===== src/core/erd_pkg.sv =====
package erd_pkg;
    // Address windows of the on-package program memory
    localparam logic [15:0] ERD_PKG_BASE = 16'hE000;
    localparam logic [15:0] ERD_PKG_TOP = 16'hFFFF;
    localparam logic [15:0] ERD_EMU2K_BASE = 16'hF800;
    localparam logic [15:0] ERD_EMU4K_BASE = 16'hF000;
    localparam logic [15:0] ERD_EMU2K_GAP_TOP = 16'hF7FF;
    localparam logic [15:0] ERD_EMU4K_GAP_TOP = 16'hEFFF;
    localparam logic [15:0] ERD_VEC_BASE = 16'hFFF0;
    localparam logic [15:0] ERD_RST_VEC_HI = 16'hFFFE;
    localparam logic [15:0] ERD_RST_VEC_LO = 16'hFFFF;
    // Operating mode codes
    localparam logic [2:0] ERD_MODE0 = 3'h0;
    localparam logic [2:0] ERD_MODE1 = 3'h1;
    localparam logic [2:0] ERD_MODE2 = 3'h2;
    localparam logic [2:0] ERD_MODE3 = 3'h3;
    localparam logic [2:0] ERD_MODE4 = 3'h4;
    localparam logic [2:0] ERD_MODE5 = 3'h5;
    localparam logic [2:0] ERD_MODE6 = 3'h6;
    localparam logic [2:0] ERD_MODE7 = 3'h7;
    // Emulation size select
    typedef enum logic [1:0] {
        ERD_EMU_FULL = 2'h0,
        ERD_EMU_2K = 2'h1,
        ERD_EMU_4K = 2'h2
    } erd_emu_e;
    // Reset vector fetch takes two accesses
    localparam logic [1:0] ERD_VEC_FETCHES = 2'h2;
endpackage


===== src/core/erd_mode_latch.sv =====
`timescale 1ns/100ps
module erd_mode_latch
    import erd_pkg::*;
(
    // Clock and reset
    input wire logic clk_i,
    input wire logic nrst_i,
    // Strap pins
    input wire logic [2:0] mode_pins_i,
    input wire logic [1:0] emu_pins_i,
    // Captured values
    output logic [2:0] mode_o,
    output logic [1:0] emu_o,
    output logic valid_o
);
    typedef struct packed {
        logic [2:0] s1_mode;
        logic [2:0] s2_mode;
        logic [1:0] s1_emu;
        logic [1:0] s2_emu;
        logic [1:0] settle;
        logic [2:0] mode;
        logic [1:0] emu;
        logic valid;
    } erd_latch_s;

    erd_latch_s st_q, st_d;

    always_comb begin
        st_d = st_q;
        st_d.s1_mode = mode_pins_i;
        st_d.s2_mode = st_q.s1_mode;
        st_d.s1_emu = emu_pins_i;
        st_d.s2_emu = st_q.s1_emu;
        // Wait for synchroniser to fill before capture
        if (!st_q.valid) begin
            if (st_q.settle == 2'h2) begin
                st_d.mode = st_q.s2_mode;
                st_d.emu = st_q.s2_emu;
                st_d.valid = 1'b1;
            end else begin
                st_d.settle = st_q.settle + 2'h1;
            end
        end
    end

    always_ff @(posedge clk_i or negedge nrst_i) begin
        if (!nrst_i) begin
            st_q <= '0;
        end else begin
            st_q <= st_d;
        end
    end

    assign mode_o = st_q.mode;
    assign emu_o = st_q.emu;
    assign valid_o = st_q.valid;
endmodule


===== src/core/erd_decode.sv =====
`timescale 1ns/100ps
module erd_decode
    import erd_pkg::*;
(
    // Clock and reset
    input wire logic clk_i,
    input wire logic nrst_i,
    // Mode straps
    input wire logic [2:0] mode_pins_i,
    input wire logic [1:0] emu_pins_i,
    // Processor access
    input wire logic [15:0] addr_i,
    input wire logic access_i,
    input wire logic rnw_i,
    // Decode results
    output logic pkg_sel_o,
    output logic ext_sel_o,
    output logic port_drive_o,
    output logic gap_hit_o,
    output logic ready_o
);
    logic [2:0] mode;
    logic [1:0] emu;
    logic mode_ok;

    erd_mode_latch u_latch (
        .clk_i(clk_i),
        .nrst_i(nrst_i),
        .mode_pins_i(mode_pins_i),
        .emu_pins_i(emu_pins_i),
        .mode_o(mode),
        .emu_o(emu),
        .valid_o(mode_ok)
    );

    typedef struct packed {
        logic [1:0] vec_left;
        logic pkg_sel;
        logic ext_sel;
        logic port_drive;
        logic gap_hit;
        logic ready;
    } erd_dec_s;

    erd_dec_s st_q, st_d;

    function automatic logic is_expanded(input logic [2:0] m);
        return (m == ERD_MODE0) || (m == ERD_MODE1) || (m == ERD_MODE6);
    endfunction

    function automatic logic [15:0] prog_base(input logic [1:0] e);
        unique case (e)
            ERD_EMU_2K: return ERD_EMU2K_BASE;
            ERD_EMU_4K: return ERD_EMU4K_BASE;
            default: return ERD_PKG_BASE;
        endcase
    endfunction

    logic in_pkg;
    logic in_prog;
    logic rom_off;
    logic vec_ext;
    logic pkg_hit;

    always_comb begin
        in_pkg = addr_i >= ERD_PKG_BASE;
        in_prog = addr_i >= prog_base(emu);
        rom_off = (mode == ERD_MODE2) || (mode == ERD_MODE3) || (mode == ERD_MODE4);
        vec_ext = ((mode == ERD_MODE1) && (addr_i >= ERD_VEC_BASE))
            || ((mode == ERD_MODE0) && (st_q.vec_left != 2'h0)
                && (addr_i >= ERD_RST_VEC_HI));
        // Expanded modes keep the window internal, except mode 1 vectors and pending mode 0 reset vector fetches
        pkg_hit = in_pkg && !rom_off && !vec_ext;
        st_d = st_q;
        st_d.ready = mode_ok;
        st_d.pkg_sel = access_i && mode_ok && pkg_hit;
        st_d.ext_sel = access_i && mode_ok && !pkg_hit && (is_expanded(mode) || rom_off);
        // Gap marks accesses an outside device must not answer
        st_d.gap_hit = access_i && mode_ok && is_expanded(mode) && in_pkg
            && !in_prog && !rom_off;
        st_d.port_drive = access_i && mode_ok && rnw_i
            && !(pkg_hit && mode == ERD_MODE0);
        if (access_i && mode_ok && st_q.vec_left != 2'h0
            && (addr_i == ERD_RST_VEC_HI || addr_i == ERD_RST_VEC_LO)) begin
            st_d.vec_left = st_q.vec_left - 2'h1;
        end
    end

    always_ff @(posedge clk_i or negedge nrst_i) begin
        if (!nrst_i) begin
            st_q <= '{vec_left: ERD_VEC_FETCHES, default: '0};
        end else begin
            st_q <= st_d;
        end
    end

    assign pkg_sel_o = st_q.pkg_sel;
    assign ext_sel_o = st_q.ext_sel;
    assign port_drive_o = st_q.port_drive;
    assign gap_hit_o = st_q.gap_hit;
    assign ready_o = st_q.ready;
endmodule


===== config.mk =====
export PLATFORM = sky130hd
export DESIGN_NAME = erd_decode
export DESIGN_NICKNAME = d
export VERILOG_FILES = /design/src/core/erd_pkg.sv /design/src/core/erd_mode_latch.sv /design/src/core/erd_decode.sv
export SDC_FILE = /design/constraint.sdc
export NUM_CORES = 1
export LEC_CHECK = 0
export BUFFER_PORTS_ARGS = -buffer_cell sky130_fd_sc_hd__buf_2
export CELL_PAD_IN_SITES_DETAIL_PLACEMENT = 0
export CELL_PAD_IN_SITES_GLOBAL_PLACEMENT = 1
export CORE_MARGIN = 1
export CORE_UTILIZATION = 39
export CTS_CLUSTER_SIZE = 20
export DETAILED_ROUTE_END_ITERATION = 6
export HOLD_SLACK_MARGIN = 0.05
export PLACE_DENSITY_LB_ADDON = 0.3
export SLEW_MARGIN = 20
export SYNTH_ARGS = -nofsm -noshare
export SYNTH_HDL_FRONTEND = slang
export SYNTH_HIERARCHICAL = 1
export SYNTH_SLANG_ARGS = --single-unit

===== constraint.sdc =====
create_clock -name clk_i -period 2.3 [get_ports clk_i]
set_clock_uncertainty 0.05 [all_clocks]
set_input_delay 0.345 -clock clk_i [delete_from_list [all_inputs] [get_ports clk_i]]
set_output_delay 0.345 -clock clk_i [all_outputs]
set_load 0.02 [all_outputs]

# Yosys cells after proc, flatten, opt, wreduce, memory -nomap -nowiden
# Index checks and enable logic that the tools add are counted.
[totals]
wordCells = 69
output_inout_bits = 5
regBits = 25
[classes]
bitwise_logic = 2
addsub = 2
reduce_logical = 34
eq_ne = 10
order_cmp = 4
mux = 3
[op_table]
columns = ["operator", "count"]
rows = [
  ["greater-or-equal comparator 16 bit (second input constant)", 3],
  ["== test 16 bit (second input constant)", 2],
  ["case mux 13 bit (2 select lines)", 1],
  ["logical AND 1 bit", 18],
  ["greater-or-equal comparator 16 bit", 1],
  ["logical OR 1 bit", 7],
  ["== test 3 x 2 -> 1 bit (second input constant)", 2],
  ["== test 3 bit (second input constant)", 2],
  ["zero test 1 bit", 5],
  ["== test 2 bit (second input constant)", 2],
  ["AND reduction 2 bit", 2],
  ["== test 3 x 1 -> 1 bit (second input constant)", 1],
  ["zero test 3 bit", 1],
  ["adder 2 x 1 -> 2 bit (second input constant)", 1],
  ["== test 2 x 1 -> 1 bit (second input constant)", 1],
  ["2-to-1 mux 1 bit", 2],
  ["inverter 1 bit", 2],
  ["nonzero test 2 bit", 1],
  ["subtractor 2 x 1 -> 2 bit (second input constant)", 1],
]

# Depth between registers and ports, before layout
[logic_depth]
depth_word = 9
ltp_mapped = 8

# Hierarchy
# The synthesis kept the hierarchy.
[by_module_without_submodules]
columns = ["mod", "area_per_inst_um2", "n_inst", "seq_area_each_um2", "cells_each"]
rows = [
  ["erd_mode_latch", 599.3, 1, 450.4, 35],
  ["erd_decode", 442.9, 1, 176.4, 44],
]

# Worst setup path before layout
# Ideal clock, no wire load.
[synth_timing]
path_kind = "register to register"
from = "register u_latch.st_q (netlist bit u_latch/emu_o[0])"
to = "register st_q (netlist bit gap_hit_o)"
t_arrival_ns = 1.744
path_slack_ns = 0.386
synth_period_minus_slack_ns = 1.914
path_stages_with_launch = 8
required_ns = 2.130
cell_sequence = "dfrtp_1 buf_4 ha_1 ha_1 or4b_1 nor4_2 nand4b_1 and3_1"
[synth_lines]
columns = ["item", "line", "source"]
rows = [
  ["start, declared", "erd_mode_latch.sv:27", "erd_latch_s st_q, st_d;"],
  ["start signal, assigned", "erd_mode_latch.sv:51", "st_q <= st_d;"],
  ["end signal, assigned", "erd_decode.sv:93", "st_q <= st_d;"],
  ["end, declared", "erd_decode.sv:45", "erd_dec_s st_q, st_d;"],
]

==> results summary <==
The number of synthesized register bits came out at 25. Timing would allow up to 513 MHz. After filler insertion, the fill cell instance count of the layout stands at 222. The initial utilization of the core area, before any placement, comes to 41.7%.

The critical path goes through ha_1, ha_1, or4b_1, nor4_2, nand4b_1, and3_1. The repair_antennas step left the layout with diodes totalling 0. Setup repair after global routing left no endpoint under its margin. The analysis attributes to cell leakage a power of 0.595 nW.

At the worst endpoint, the required time is 2.47 ns. The share of the synthesized area in the top cell type is 57.6%. In the final layout, flip-flops and latches occupy 627 sq um. The global routing stage identified its most utilized layer as met2. The width of the chip is 53.7 um. The transition at the pin with the smallest max-transition slack is 0.531 ns.

The post-route netlist has 38.2% of its cells at a drive strength greater than 1. The number of iterations in the first detailed-routing pass is 3. The overall track demand over capacity in global routing is 13.2%. The maximum clock insertion buffer count came out at 2. The number of buffers created by CTS is 3.

The initial antenna violation count is 0. The critical path buffer and inverter count is 0. In this run, the number of DRC markers left after iteration 0 of detailed routing was 1. The sum of routed wire length over all layers is 1610 um. The worst-case hold slack came out at 0.0755 ns. Of all cell types, the one taking the most synthesized area is sky130_fd_sc_hd__dfrtp_1. The hold violation total from the final report is 0. The mean routed wirelength per cell is 11.5 um. The cell area power density is 576 mW/mm^2. The number of placement rows is 18.

In this run the critical register-to-register path is launched from u_latch/emu_o[0]. Pin placement for this block handled 30 I/O pins. The count of final max-slew check failures was 0. The slowest stage of the critical path is the sky130_fd_sc_hd__or4b_1 cell. The area used by multi-input combinational logic is 352 sq um. The critical path starts at u_latch/emu_o[0]. Setup violations remaining at the end of the flow were counted as 0. The last weighted congestion value of the routability-driven placer is 0.730.

In the post-synthesis netlist, the biggest area contributors are sky130_fd_sc_hd__dfrtp_1, sky130_fd_sc_hd__ha_1, sky130_fd_sc_hd__mux2_2, sky130_fd_sc_hd__buf_4, sky130_fd_sc_hd__dfstp_2. The startpoint identified for the worst hold timing path is mode_pins_i[0]. sky130_fd_sc_hd__dfrtp_1 is the most common cell in the netlist. Ranked by instance count, the synthesized netlist is headed by sky130_fd_sc_hd__dfrtp_1, sky130_fd_sc_hd__inv_1, sky130_fd_sc_hd__buf_4, sky130_fd_sc_hd__ha_1, sky130_fd_sc_hd__mux2_2. The count of flip-flops with a built-in enable after synthesis is 0. The critical path capture point type is a flop. At the end of the flow the core is filled with cells to 49.8%. The layout net count is 141. The met2 track utilization from global routing came out at 22.4%. The maximum level of the CTS H-tree came out at 1. The run finished with clean final reports. The per-cell via count in the routed design came out at 4.92. The proportion of synthesized chip area in sequential cells came out at 60.1%. The clock network latency to the later pin of the worst-skew pair came out at 0.31 ns.

The final period demand of the worst path came out at 1.95 ns. The proportion of register bits with asynchronous set or reset after synthesis came out at 100%. The global-route track usage on met3 is 2.26%. In this run the tool buffered the top-level ports with 29 buffer cells. The worst vdd rail ir drop came out at 0.000428 V. After synthesis the cells add up to 0.00104 sq mm. CTS placed an instance of sky130_fd_sc_hd__clkbuf_4 at the clock tree root. The count of cell types in the netlist is 29. The region available for standard cell placement spans 0.00250 sq mm. The average footprint of a synthesized cell is 13.2 sq um. The total overflow reported by the global router is 0.

The headroom to the max-slew limit is 64.6%. The number of nets in the synthesized netlist is 109. The largest net degree at the start of global routing came out at 26. The portion of the clock cycle consumed by the worst path in the final layout came out at 84.7%. The count of yosys warnings during synthesis came out at 6. The area overhead of the layout relative to synthesis came out at 19.4%. The clock sink count came out at 25. The clock-pin slew on the worst setup and hold paths is 0.13 ns.

The estimated wirelength of the detail-placed design is 1230 um. The cell family with the largest share of critical-path delay is simple AND/OR/NAND/NOR gates. Summed over all failing endpoints, the final setup total negative slack is 0 ns.

The critical path class is reg -> reg. In the routed design, unresolved DRC markers number 0. TritonCTS built the clock tree. The routed layout has 689 vias. The critical path data arrival time is 2.12 ns. The worst setup path is launched from a flop. The global routing usage on met1 is 14.9%. The final antenna-violating net count came out at 0. The die span in y came out at 53.7 um. The floorplan step defined a die boundary enclosing 0.00288 sq mm. The max-capacitance violation count came out at 0. On the worst path, the slowest cell contributes a delay of 0.45 ns. The gate count after technology mapping is 79. The via count of the first global-routing pass came out at 656. The first global-routing pass estimated 2640 um of wire. The cell that appears most often on the critical path is sky130_fd_sc_hd__ha_1. The largest fanout of any net on the critical path is 2.

The most used flip-flop cell after synthesis is sky130_fd_sc_hd__dfrtp_1. The type of the most critical hold path is in -> reg.
==> cell type report <==
cell class | instances | share of cell area [%]
Clock buffer | 3 | 1.81
Clock inverter | 1 | 0.402
Inverter | 7 | 2.11
Multi-Input combinational cell | 42 | 28.2
Sequential cell | 25 | 50.4
Tap cell | 30 | 3.02
Timing Repair Buffer | 32 | 14.1
==> path summary, 6_finish.rpt <==
kind	end	slack (ns)	depth (start not counted)
worst max-delay path	gap_hit_o	0.35	6
worst min-delay path	u_latch/st_d[12]	0.08	1
worst max register to register	gap_hit_o	0.35	6
worst min register to register	u_latch/st_q[14]	0.31	0
max in group asynchronous	st_q[6]	1.36	2
min in group asynchronous	u_latch/st_d[12]	0.48	2
==> state kept, by name, indices dropped and copies added (netlist names) <==
name             flops
st_q                 2
ext_sel_o            1
u_latch/st_q         7
port_drive_o         1
ready_o              1
u_latch/mode_o       3
pkg_sel_o            1
gap_hit_o            1
u_latch/valid_o      1
u_latch/emu_o        2
u_latch/st_d         5
==> per-layer routing <==
metal	vias to the layer above	wire, um
met5	-	0
met4	0	13
met3	2	122
met2	23	770
met1	326	701
li1	338	-
==> cells in the final DEF (no fill, tap or decap), drive strengths merged, types with 2 or more instances in the layout <==
cell type,instances
inv,7
nand3,3
clkbuf,3
dfrtp,24
ha,5
buf,29
o21ai,3
mux2,5
nor4,4
nand2,3
dlygate4sd3,3
nand4,2
xnor2,2
==> per-stage QoR <==
stage | cell area, sq um | power, mW | cells | setup slack, ns
global placement | 1190 | 0.531 | 133 | 0.444
global route | 1240 | 0.758 | 140 | 0.233
detailed placement | 1190 | 0.532 | 133 | 0.359
CTS | 1220 | 0.728 | 138 | 0.334
finish | 1240 | 0.717 | 140 | 0.351
floorplan | 1040 | 0.499 | 79 | 0.386
==> cells by family after synthesis <==
| group | synth area share (%) |
|---|---|
| xor+xnor | 1.68 |
| buf+inv | 6.12 |
| mux | 6.36 |
| fa+ha+maj | 6.00 |
| compound gates | 5.04 |
| simple gates | 14.6 |
| flops | 60.1 |
==> where the power goes <==
group	total, mW	switching, mW	leakage (nW)	internal [mW]
clock	0.191	0.126	0.0177	0.0650
sequential	0.463	0.00716	0.293	0.455
combinational	0.0632	0.0316	0.285	0.0316
total	0.717	0.165	0.595	0.552
==> repair_timing <==
action	CTS	global route
hold endpoints to repair	24	2
hold buffers	1	2
setup buffers	0	0
gates resized for setup	0	0
Note: power is estimated with default switching activity, not from simulation.
